$ cat src/dts_pkg.sv
package dts_pkg;
    // debug observation bus slice owned by this block
    localparam int DBG_LO = 280;
    localparam int DBG_HI = 295;
    localparam int DBG_W = DBG_HI - DBG_LO + 1;
    localparam int STATE_LSB = 280 - DBG_LO;
    localparam int TLPSENT_BIT = 283 - DBG_LO;
    localparam int DLLPSENT_BIT = 284 - DBG_LO;
    localparam int GNT_LSB = 285 - DBG_LO;
    localparam int BEGIN_BIT = 293 - DBG_LO;
    localparam int FINISH_BIT = 294 - DBG_LO;
    localparam int EOT_BIT = 295 - DBG_LO;
    // grant bit positions
    localparam int GNT_W = 8;
    localparam int G_INITFC = 0;
    localparam int G_ACKHI = 1;
    localparam int G_UFCHI = 2;
    localparam int G_PM = 3;
    localparam int G_NEW = 4;
    localparam int G_REPLAY = 5;
    localparam int G_UFCLO = 6;
    localparam int G_ACKLO = 7;
    // transmit state codes
    localparam logic [2:0] ST_IDLE = 3'h0;
    localparam logic [2:0] ST_FIRST = 3'h1;
    localparam logic [2:0] ST_SECOND = 3'h2;
    localparam logic [2:0] ST_THIRD = 3'h3;
    localparam logic [2:0] ST_ECRC1 = 3'h4;
    localparam logic [2:0] ST_ECRC2 = 3'h5;
    localparam logic [2:0] ST_RSVD = 3'h7;
    localparam int LEN_W = 10;
    // AXI4-Lite register map
    localparam logic [7:0] A_CTRL = 8'h00;
    localparam logic [7:0] A_STATUS = 8'h04;
    localparam logic [7:0] A_GRANT = 8'h08;
    localparam logic [7:0] A_TLPCNT = 8'h0C;
    localparam logic [7:0] A_DLLPCNT = 8'h10;
    localparam logic [31:0] CTRL_RST = 32'h0000_0001;
    localparam int CTRL_EN = 0;
    localparam int CTRL_ECRC = 1;
    localparam logic [1:0] RESP_OKAY = 2'h0;
    localparam logic [1:0] RESP_SLVERR = 2'h2;
    typedef enum logic [2:0] {S_IDLE, S_FIRST, S_SECOND, S_THIRD, S_ECRC1, S_ECRC2} dts_state_t;
endpackage : dts_pkg

$ cat src/dts_arbiter.sv
`timescale 1ns/10ps
`default_nettype none
module dts_arbiter (
    input wire logic [dts_pkg::GNT_W-1:0] req,
    input wire logic enable,
    output logic [dts_pkg::GNT_W-1:0] gnt
);
    import dts_pkg::*;
    // fixed priority by grant index: lowest index wins, so only one bit ever rises
    logic [GNT_W-1:0] lower;
    assign lower[0] = 1'b0;
    genvar i;
    generate
        for (i = 1; i < GNT_W; i++) begin : g_chain
            assign lower[i] = lower[i-1] | req[i-1];
        end
    endgenerate
    assign gnt = enable ? (req & ~lower) : '0;
endmodule : dts_arbiter
`default_nettype wire

$ cat src/dts_scheduler.sv
// Function
// tx state code on debug 282:280
// ecrc states only when ecrc appended
// tlp-sent flag on final lcrc dword
// test logic may time crc corruption
// dllp-sent flag when dllp handed over
// dllp/tlp arbitration reported on grant field
// grant bits for each dllp kind
// new tlp bit 4, replay bit 5
// packet-begin while start symbol passes
// packet-finish while end symbol passes
// begin plus finish means dllp
// end-of-transmit after previous transmission completes
// at most one grant per cycle
`timescale 1ns/10ps
`default_nettype none
module dts_scheduler (
    input wire logic clk,
    input wire logic rst,
    // pending requests, one per grant index
    input wire logic [dts_pkg::GNT_W-1:0] txReq,
    input wire logic [dts_pkg::LEN_W-1:0] newTlpDw,
    input wire logic [dts_pkg::LEN_W-1:0] replayTlpDw,
    input wire logic newTlpEcrc,
    input wire logic phyReady,
    output logic [dts_pkg::GNT_W-1:0] txGrant,
    output logic phySop,
    output logic phyEop,
    output logic phyValid,
    output logic phyIsDllp,
    output logic [dts_pkg::DBG_W-1:0] debugOut,
    // AXI4-Lite slave
    input wire logic [7:0] s_axi_awaddr,
    input wire logic s_axi_awvalid,
    output logic s_axi_awready,
    input wire logic [31:0] s_axi_wdata,
    input wire logic [3:0] s_axi_wstrb,
    input wire logic s_axi_wvalid,
    output logic s_axi_wready,
    output logic [1:0] s_axi_bresp,
    output logic s_axi_bvalid,
    input wire logic s_axi_bready,
    input wire logic [7:0] s_axi_araddr,
    input wire logic s_axi_arvalid,
    output logic s_axi_arready,
    output logic [31:0] s_axi_rdata,
    output logic [1:0] s_axi_rresp,
    output logic s_axi_rvalid,
    input wire logic s_axi_rready
);
    import dts_pkg::*;

    dts_state_t state_r, state_nxt;
    logic [LEN_W-1:0] dwLeft_r;
    logic ecrc_r;
    logic [GNT_W-1:0] gntHold_r;
    logic [31:0] ctrl_r;
    logic [31:0] tlpCnt_r;
    logic [31:0] dllpCnt_r;
    logic sop_r, eop_r, valid_r, isDllp_r, tlpSent_r, dllpSent_r, eot_r;
    logic [GNT_W-1:0] gnt_r;

    function automatic logic [2:0] stateCode(input dts_state_t s);
        case (s)
            S_IDLE: stateCode = ST_IDLE;
            S_FIRST: stateCode = ST_FIRST;
            S_SECOND: stateCode = ST_SECOND;
            S_THIRD: stateCode = ST_THIRD;
            S_ECRC1: stateCode = ST_ECRC1;
            S_ECRC2: stateCode = ST_ECRC2;
            default: stateCode = ST_RSVD;
        endcase
    endfunction : stateCode

    // arbitration only when the path is free and the phy can take a symbol
    wire logic pathFree = (state_r == S_IDLE) && phyReady;
    wire logic [GNT_W-1:0] arbGnt;
    dts_arbiter u_arb (
        .req(txReq),
        .enable(pathFree && ctrl_r[CTRL_EN]),
        .gnt(arbGnt)
    );
    wire logic grantNew = arbGnt[G_NEW];
    wire logic grantReplay = arbGnt[G_REPLAY];
    wire logic grantTlp = grantNew | grantReplay;
    wire logic grantDllp = (|arbGnt) & ~grantTlp;
    // a length of zero is treated as one: first and second dwords, then at least one dword in the third state
    wire logic [LEN_W-1:0] pickLen = grantNew ? newTlpDw : replayTlpDw;
    // only fresh packets can have ecrc appended here; replays carry theirs inside the stored data
    wire logic pickEcrc = grantNew & newTlpEcrc & ctrl_r[CTRL_ECRC];
    wire logic lastBody = (dwLeft_r <= LEN_W'(1));
    wire logic lastDw = phyReady && ((state_r == S_THIRD && !ecrc_r && lastBody) || state_r == S_ECRC2);

    always_comb begin
        state_nxt = state_r;
        case (state_r)
            S_IDLE: if (grantTlp) begin
                state_nxt = S_FIRST;
            end
            S_FIRST: if (phyReady) begin
                state_nxt = S_SECOND;
            end
            S_SECOND: if (phyReady) begin
                state_nxt = S_THIRD;
            end
            S_THIRD: if (phyReady && lastBody) begin
                state_nxt = ecrc_r ? S_ECRC1 : S_IDLE;
            end
            S_ECRC1: if (phyReady) begin
                state_nxt = S_ECRC2;
            end
            S_ECRC2: if (phyReady) begin
                state_nxt = S_IDLE;
            end
            default: state_nxt = S_IDLE;
        endcase
    end

    always_ff @(posedge clk) begin
        if (rst) begin
            state_r <= S_IDLE;
            dwLeft_r <= '0;
            ecrc_r <= 1'b0;
            gntHold_r <= '0;
        end else begin
            state_r <= state_nxt;
            if (grantTlp) begin
                dwLeft_r <= pickLen;
                ecrc_r <= pickEcrc;
                gntHold_r <= arbGnt;
            end else if (state_r == S_THIRD && phyReady && !lastBody) begin
                dwLeft_r <= dwLeft_r - LEN_W'(1);
            end
            if (state_nxt == S_IDLE && state_r != S_IDLE) begin
                gntHold_r <= '0;
            end
        end
    end

    // framing and debug flags, all registered
    always_ff @(posedge clk) begin
        if (rst) begin
            sop_r <= 1'b0;
            eop_r <= 1'b0;
            valid_r <= 1'b0;
            isDllp_r <= 1'b0;
            tlpSent_r <= 1'b0;
            dllpSent_r <= 1'b0;
            eot_r <= 1'b1;
            gnt_r <= '0;
        end else begin
            sop_r <= grantDllp | grantTlp;
            eop_r <= grantDllp | lastDw;
            valid_r <= grantDllp | grantTlp | (state_r != S_IDLE && phyReady);
            isDllp_r <= grantDllp;
            tlpSent_r <= lastDw;
            dllpSent_r <= grantDllp;
            gnt_r <= arbGnt | gntHold_r;
            // idle, nothing granted and the last symbol already gone
            // wait for the cycle after the end symbol, so eot never overlaps a packet still on its grant
            eot_r <= (state_r == S_IDLE) && !grantDllp && !grantTlp;
        end
    end

    assign txGrant = gnt_r;
    assign phySop = sop_r;
    assign phyEop = eop_r;
    assign phyValid = valid_r;
    assign phyIsDllp = isDllp_r;

    // observation slice; the state code trails the fsm by one cycle to line up with flags
    logic [2:0] stCode_r;
    always_ff @(posedge clk) begin
        if (rst) begin
            stCode_r <= ST_IDLE;
        end else begin
            stCode_r <= stateCode(state_r);
        end
    end
    always_comb begin
        debugOut = '0;
        debugOut[STATE_LSB +: 3] = stCode_r;
        debugOut[TLPSENT_BIT] = tlpSent_r;
        debugOut[DLLPSENT_BIT] = dllpSent_r;
        debugOut[GNT_LSB +: GNT_W] = gnt_r;
        debugOut[BEGIN_BIT] = sop_r;
        debugOut[FINISH_BIT] = eop_r;
        debugOut[EOT_BIT] = eot_r;
    end

    always_ff @(posedge clk) begin
        if (rst) begin
            tlpCnt_r <= '0;
            dllpCnt_r <= '0;
        end else begin
            if (lastDw) begin
                tlpCnt_r <= tlpCnt_r + 32'h0000_0001;
            end
            if (grantDllp) begin
                dllpCnt_r <= dllpCnt_r + 32'h0000_0001;
            end
        end
    end

    // AXI4-Lite: address and data taken in either order, response after both
    logic awHave_r, wHave_r, bValid_r, rValid_r;
    logic [7:0] awAddr_r, arAddr_r;
    logic [31:0] wData_r, rData_r;
    logic [3:0] wStrb_r;
    logic [1:0] bResp_r, rResp_r;
    assign s_axi_awready = !awHave_r && !bValid_r;
    assign s_axi_wready = !wHave_r && !bValid_r;
    assign s_axi_arready = !rValid_r;
    assign s_axi_bvalid = bValid_r;
    assign s_axi_bresp = bResp_r;
    assign s_axi_rvalid = rValid_r;
    assign s_axi_rdata = rData_r;
    assign s_axi_rresp = rResp_r;

    wire logic doWrite = awHave_r && wHave_r && !bValid_r;
    wire logic wrCtrl = doWrite && (awAddr_r == A_CTRL);
    wire logic [31:0] strobeMask = {{8{wStrb_r[3]}}, {8{wStrb_r[2]}}, {8{wStrb_r[1]}}, {8{wStrb_r[0]}}};
    wire logic [31:0] ctrlMerged = (ctrl_r & ~strobeMask) | (wData_r & strobeMask);
    wire logic wrMapped = (awAddr_r == A_CTRL);
    wire logic [7:0] rdAddr = s_axi_araddr;
    wire logic rdMapped = (rdAddr == A_CTRL) || (rdAddr == A_STATUS) || (rdAddr == A_GRANT)
                       || (rdAddr == A_TLPCNT) || (rdAddr == A_DLLPCNT);
    wire logic [31:0] statusWord = {16'h0000, debugOut};
    wire logic [31:0] rdMux = (rdAddr == A_CTRL) ? ctrl_r :
                              (rdAddr == A_STATUS) ? statusWord :
                              (rdAddr == A_GRANT) ? {24'h000000, gnt_r} :
                              (rdAddr == A_TLPCNT) ? tlpCnt_r :
                              (rdAddr == A_DLLPCNT) ? dllpCnt_r : 32'h0000_0000;

    always_ff @(posedge clk) begin
        if (rst) begin
            awHave_r <= 1'b0;
            wHave_r <= 1'b0;
            bValid_r <= 1'b0;
            awAddr_r <= '0;
            wData_r <= '0;
            wStrb_r <= '0;
            bResp_r <= RESP_OKAY;
            ctrl_r <= CTRL_RST;
        end else begin
            if (s_axi_awvalid && s_axi_awready) begin
                awHave_r <= 1'b1;
                awAddr_r <= {s_axi_awaddr[7:2], 2'b00};
            end
            if (s_axi_wvalid && s_axi_wready) begin
                wHave_r <= 1'b1;
                wData_r <= s_axi_wdata;
                wStrb_r <= s_axi_wstrb;
            end
            if (doWrite) begin
                awHave_r <= 1'b0;
                wHave_r <= 1'b0;
                bValid_r <= 1'b1;
                bResp_r <= wrMapped ? RESP_OKAY : RESP_SLVERR;
            end else if (bValid_r && s_axi_bready) begin
                bValid_r <= 1'b0;
            end
            if (wrCtrl) begin
                ctrl_r <= ctrlMerged & 32'h0000_0003;
            end
        end
    end

    always_ff @(posedge clk) begin
        if (rst) begin
            rValid_r <= 1'b0;
            rData_r <= '0;
            rResp_r <= RESP_OKAY;
            arAddr_r <= '0;
        end else if (s_axi_arvalid && s_axi_arready) begin
            rValid_r <= 1'b1;
            arAddr_r <= rdAddr;
            rData_r <= rdMux;
            rResp_r <= rdMapped ? RESP_OKAY : RESP_SLVERR;
        end else if (rValid_r && s_axi_rready) begin
            rValid_r <= 1'b0;
        end
    end
endmodule : dts_scheduler
`default_nettype wire

$ cat config.mk
export PLATFORM = sky130hd
export DESIGN_NAME = dts_scheduler
export DESIGN_NICKNAME = d
export VERILOG_FILES = /design/src/dts_pkg.sv /design/src/dts_arbiter.sv /design/src/dts_scheduler.sv
export SDC_FILE = /design/constraint.sdc
export NUM_CORES = 1
export LEC_CHECK = 0
export BUFFER_PORTS_ARGS = -buffer_cell sky130_fd_sc_hd__buf_2
export CORE_UTILIZATION = 51
export CTS_BUF_LIST = sky130_fd_sc_hd__clkbuf_8
export DETAILED_ROUTE_END_ITERATION = 10
export MAX_ROUTING_LAYER = met4
export PLACE_DENSITY = 0.83
export SLEW_MARGIN = 20
export SYNTH_ARGS = -nofsm -noshare
export SYNTH_HDL_FRONTEND = slang
export SYNTH_SLANG_ARGS = --single-unit
$ cat constraint.sdc
create_clock -name clk -period 2.7 [get_ports clk]
set_input_delay 0.54 -clock clk [delete_from_list [all_inputs] [get_ports clk]]
set_output_delay 0.54 -clock clk [all_outputs]
set_load 0.1 [all_outputs]
==> results of run 1 <==
==> cell type report <==
type	instances	area [sq um]	area share (%)
multi-input cells	644	3890	45.3
flip-flops and latches	152	3040	35.5
repair buffers	162	943	11.0
clock buffers	21	289	3.37
well taps	180	225	2.63
clock inverters	10	103	1.20
inverters	24	90.1	1.05
==> worst max-delay path: cells and delay by family, from the launching register on <==
family           cells  cell delay, ps
AO/OA/AOI/OAI        2             650
flip-flops           1             310
AND/OR/NAND/NOR      3            1570
==> metal layers <==
metal	share of wire (%)	up-vias
met4	1.6	0
met5	0	-
met2	45	322
met3	8.2	34
li1	-	3462
met1	45	3448
==> metrics by stage <==
stage               hold WS [ps]  utilization [%]
floorplan                    409                -
global placement             415             58.7
detailed placement           423             58.7
CTS                          296             61.5
global route                 329             61.6
finish                       316             61.6
==> sequential cells by signal (all words and copies together) (netlist names), 2 cells and up, named ones only <==
signal       flops
awAddr_r         6
s_axi_rdata     32
wData_r          2
state_r          3
dllpCnt_r       32
stCode_r         3
txGrant          8
tlpCnt_r        32
gntHold_r        8
dwLeft_r        10
==> kinds of logic after synthesis <==
group,synth area share [%]
adder cells (fa/ha/maj),0.686
buffers and inverters,5.35
multiplexers,2.59
flip-flops,41.7
XOR/XNOR,3.36
other,0.0514
AND/OR/NAND/NOR,25.5
AO/OA/AOI/OAI,20.8
==> cell usage in the layout (no fill, tap or decap), types with 19 or more instances in the layout <==
| cell | netlist | routed |
|---|---|---|
| or4_1 | 27 | 26 |
| nand2_1 | 77 | 77 |
| nor2_1 | 111 | 109 |
| a21oi_1 | 59 | 59 |
| buf_4 | 15 | 41 |
| o21ai_0 | 28 | 28 |
| nand4_1 | 24 | 24 |
| clkbuf_8 | 0 | 21 |
| a22oi_1 | 22 | 22 |
| a22o_1 | 20 | 20 |
| buf_2 | 3 | 119 |
| nand3_1 | 28 | 28 |
| inv_1 | 24 | 26 |
| dfxtp_1 | 152 | 152 |
| xnor2_1 | 19 | 19 |
==> worst max path at each step <==
stage | slack, ps | startpoint | cells after the start | to
2_1_floorplan | 0.5 | dwLeft_r[2] | 7 | tlpCnt_r[31]
3_3_place_gp | 50 | dwLeft_r[2] | 5 | tlpCnt_r[31]
3_5_place_dp | 10 | dwLeft_r[2] | 5 | tlpCnt_r[31]
4_1_cts | 3 | dwLeft_r[2] | 5 | tlpCnt_r[31]
5_1_grt | 7 | dwLeft_r[2] | 5 | tlpCnt_r[31]
6_report | 90 | dwLeft_r[2] | 5 | tlpCnt_r[31]
==> power by group through the flow <==
stage                     clock network [mW]  registers [mW]  logic (mW)
after floorplan                            0            2.43       0.320
after global placement                     0            2.35       0.534
after detailed placement                   0            2.36       0.540
after CTS                               1.74            2.30       0.542
after global routing                    1.82            2.31       0.589
final                                   1.72            2.30       0.548
==> run metrics, run 1 <==
Synth area leader dfxtp_1; worst vdd ir 0.000272 V; clock tree buffer depth 2; grt met3 use 6.23%; hold depth 3; Ys Warns 0; Top FF cell, synth dfxtp_1; met1 GRT Util 38.3%; Static Leak 3.34 nW; top-count cell post-synth dfxtp_1; GRT Total Usage 28.5%; setup ws final 85.0 ps; Arr. time, crit path 3010 ps; combinational group share of total power 12.0%; Final setup viols 0; Commonest cells post-synth dfxtp_1, nor2_1, nand2_1; Reg-to-Reg Start dwLeft_r[2]; Max Cap Viol 0; CTS tree yes; clock transition at the registers of the reported paths 80 ps; # diodes 0; largest net degree at the start of global routing 76; Crit Reg-Reg Endpoint tlpCnt_r[31]; Final Cell Area 0.00858 sq mm; Power Internal 3.32 mW; Port Buffers 120; Most Crowded Layer GR met2; Die Span X 122 um; Critical Path Slowest Stage Cell or4_4; Yosys reg bits 152; R2R setup slack 90 ps; Filler cells 1220; EDFF count, synth 0; Power Density 533 mW/mm^2; Crit Path Category reg2reg; pre-CTS setup slack 13.0 ps; Syn Inst Count 883; vias 7266; Least-Margin Pin Slew 610 ps; Worst setup EP type flop; synthesized cell area 0.00729 sq mm; hold endpoint dwLeft_r[5]; placed cells 1162; Reg2Reg Depth 5; share of layout cells above drive strength 1 20.8%; crit-path most repeated cell or4_1; run status completed; critical path's largest stage delay 580 ps; initial antenna violation count 0; CP Launch Type flop; first-pass GRT wire length 31.9 mm; Wirelength per Cell 16.6 um; Clk network pwr share 37.6%; f_max 0.382 GHz; Netlist cell types 58; CP Cell Sequence or4_1 -> or4_4 -> a2111o_1 -> or4_1 -> a21oi_1; Pwr Total 4.57 mW; Nets 1094; Mean Syn Cell Area 8.26 sq um; Seq pwr share 50.4%; area of the die 0.0148 sq mm; Detailed Route WL 19.8 mm; DRC 0; Post-synth ARST share 0%; met2 usage 42.8%; CTS buffer count 17; DR pass1 iterations 5; setup_tns 0 ps; Skew-Pair Late Insertion Delay 460 ps; Area contributors post-synth dfxtp_1, nor2_1, a21oi_1, nand2_1, or4_1; post_cts resized 0; slew margin rel. 58.9%; IO Count 158; final worst path period share 96.9%; post-synth top area share 41.7%; hold buffer count at CTS 0; row cnt 43; Routed Antenna Nets 0; sequential cell area fraction in the yosys report 41.7%; vias per inst 6.09; Period minus WS final 2610 ps; post-route insts no fill 1193; skew final 8.67 ps; Final Hold Viols 0; Slew Limit Fails 0; HPWL Detailed 14.3 mm; grt total ovfl 0; switching pwr 1.25 mW; HP Class in2reg; crit path max fanout 7; switching share of power 27.4%; Initial DRC Count 570; die height 122 um; initial core utilization 52.3%; worst path required time 3090 ps; RSZ-0062 raised after global routing no; htree depth 4; RD Place Congestion 0.913; Worst Hold Launch replayTlpDw[5]; DP Area 0.00818 sq mm; Area Overhead vs Synth 17.6%; Clk Tree Root Cell clkbuf_8; Post-CTS Setup Bufs 0; vias in the first global route 6439; clk sink count 152; core area 0.0139 sq mm
(Power assumes the default switching activity.)
==> run 2, diff against run 1 <==
Settings changed: CORE_MARGIN from default to 2.
==> run 2 against run 1 <==
Effect of this change:
- sequential share of layout area decreased by 0.50 points
- cell area rose by 1.4%
- clock-buffer cell count decreased by 2
- largest cell class unchanged
- flip-flop and latch count did not move
- die area up 3.3%
- critical path type unchanged
- largest power group unchanged
- clock power increased by 23%
==> run metrics, run 2 (synthesis results as in run 1) <==
run status completed; share of layout cells above drive strength 1 21.1% (+0.28 points); CTS buffer count 17 (unchanged); CP Cell Sequence or4_4 -> or4_4 -> a2111o_1 -> or4_1 -> a21oi_1; Static Leak 3.38 nW (+1.2%); Arr. time, crit path 3050 ps (+40 ps); worst path bufs/invs 0 (unchanged); vias in the first global route 6535 (+1.5%); clock tree buffer depth 2 (unchanged); Initial DRC Count 737 (+29%); switching share of power 26.4% (-1.1 points); Detailed Route WL 20.2 mm (+2.4%); Die Span X 124 um (+1.6%); initial core utilization 52.3% (unchanged); Clk Tree Root Cell clkbuf_8; Crit Path Category reg2reg; initial antenna violation count 0 (unchanged); RSZ-0062 raised after global routing no; Slew Limit Fails 0 (unchanged); switching pwr 1.31 mW (+4.5%); # diodes 0 (unchanged); DR pass1 iterations 5 (unchanged); Clk network pwr share 42.5% (+4.9 points); crit-path most repeated cell or4_4; crit path from dwLeft_r[2]; post-route insts no fill 1194 (+0.084%); Power Internal 3.66 mW (+10%); Wirelength per Cell 16.9 um (+2.3%); final worst path period share 97.7% (+0.84 points); Routed Antenna Nets 0 (unchanged); worst vdd ir 0.000440 V (+62%); core area 0.0139 sq mm (unchanged); htree depth 4 (unchanged); DRC 0 (unchanged); largest net degree at the start of global routing 71 (-6.6%); HPWL Detailed 14.3 mm (about the same); Skew-Pair Late Insertion Delay 470 ps (about the same); Power Density 571 mW/mm^2 (+7.1%); HP Class in2reg; skew final 11.8 ps (+3.11 ps); CP Launch Type flop; Final setup viols 0 (unchanged); commonest cells after routing, fill and taps aside dfxtp_1, buf_2, nor2_1; Reg-to-Reg Start dwLeft_r[2]; Critical Path Slowest Stage Cell or4_4; CTS tree yes; Least-Margin Pin Slew 731 ps (+120 ps); clock transition at the registers of the reported paths 90 ps (about the same); critical path's largest stage delay 590 ps (about the same); worst path required time 3110 ps (+20 ps); Worst setup EP type flop; Max Cap Viol 0 (unchanged); Port Buffers 120 (unchanged); Seq pwr share 46.3% (-4.1 points); slew margin rel. 50.7% (-8.3 points); hold slack 306 ps (-9.83 ps); vias per inst 6.09 (about the same); Period minus WS final 2640 ps (+22.6 ps); vias 7267 (+0.014%); die height 124 um (+1.6%); combinational group share of total power 11.2% (-0.8 points); Final Hold Viols 0 (unchanged); IO Count 158 (unchanged); f_max 0.379 GHz (-0.86%); area of the die 0.0153 sq mm (+3.3%); row cnt 43 (unchanged); Nets 1094 (unchanged); grt total ovfl 0 (unchanged); crit path max fanout 6 (-1); Area Overhead vs Synth 19.3%; RD Place Congestion 0.968 (+6.0%); clk sink count 152 (unchanged); Worst Hold Launch s_axi_wstrb[0]; CP delay by family, top simple AND/OR/NAND/NOR gates; placed cells 1162 (unchanged); GRT Total Usage 27.7% (-0.89 points); commonest non-fill, non-tap cell in the layout dfxtp_1; first-pass GRT wire length 32.1 mm (+0.32%)
run 2: per-layer routing:
metal  track usage (%)  part of all wire [%]  up-vias
met5                 -                     0        -
met4              8.66                   2.0        0
met3              7.74                   9.3       44
met2              40.5                    44      354
met1              37.1                    44     3397
li1                  -                     -     3472
run 2: final cells by class:
cell class,instances,area (sq um)
inverters,24,90.1
clock buffers,19,262
flip-flops and latches,152,3040
fillers,1183,5230
multi-input cells,644,3890
repair buffers,162,968
well taps,180,225
clock inverters,13,225
run 2: worst register-to-register path, cell delays in order, from the launching register on:
cell	delay [ps]
dfxtp_1	320
or4_4	550
or4_4	590
a2111o_1	550
or4_1	430
a21oi_1	140
run 2: final timing paths:
kind | end | slack (ps) | cells after the start
worst max-delay path | tlpCnt_r[31] | 60 | 5
worst min-delay path | wStrb_r[0] | 310 | 3
worst max register to register | tlpCnt_r[31] | 60 | 5
worst min register to register | gntHold_r[2] | 440 | 2
run 2: per-stage QoR:
stage	area (sq um)	TNS (ps)	utilization, %	worst slack (ps)	power [mW]
6_report	8700	0	62.5	62.4	4.97
5_1_grt	8700	0	62.5	8.77	5.13
4_1_cts	8690	0	62.4	15.6	4.97
3_5_place_dp	8210	-5.58	58.9	-5.58	2.90
3_3_place_gp	8210	0	58.9	39.2	2.89
2_1_floorplan	7300	0	-	0.548	2.75
run 2: repair_timing:
item                                    CTS  global route
setup buffers                             0             0
endpoints found under the setup margin    1            12
gates resized for setup                   0             3
hold buffers                              0             0
pin swaps                                 1             2
run 2: power groups by stage:
stage	clock network [mW]	registers [mW]	logic, mW
6_report	2.11	2.30	0.554
5_1_grt	2.22	2.31	0.594
4_1_cts	2.12	2.30	0.547
3_5_place_dp	0	2.36	0.545
3_3_place_gp	0	2.35	0.539
2_1_floorplan	0	2.43	0.320
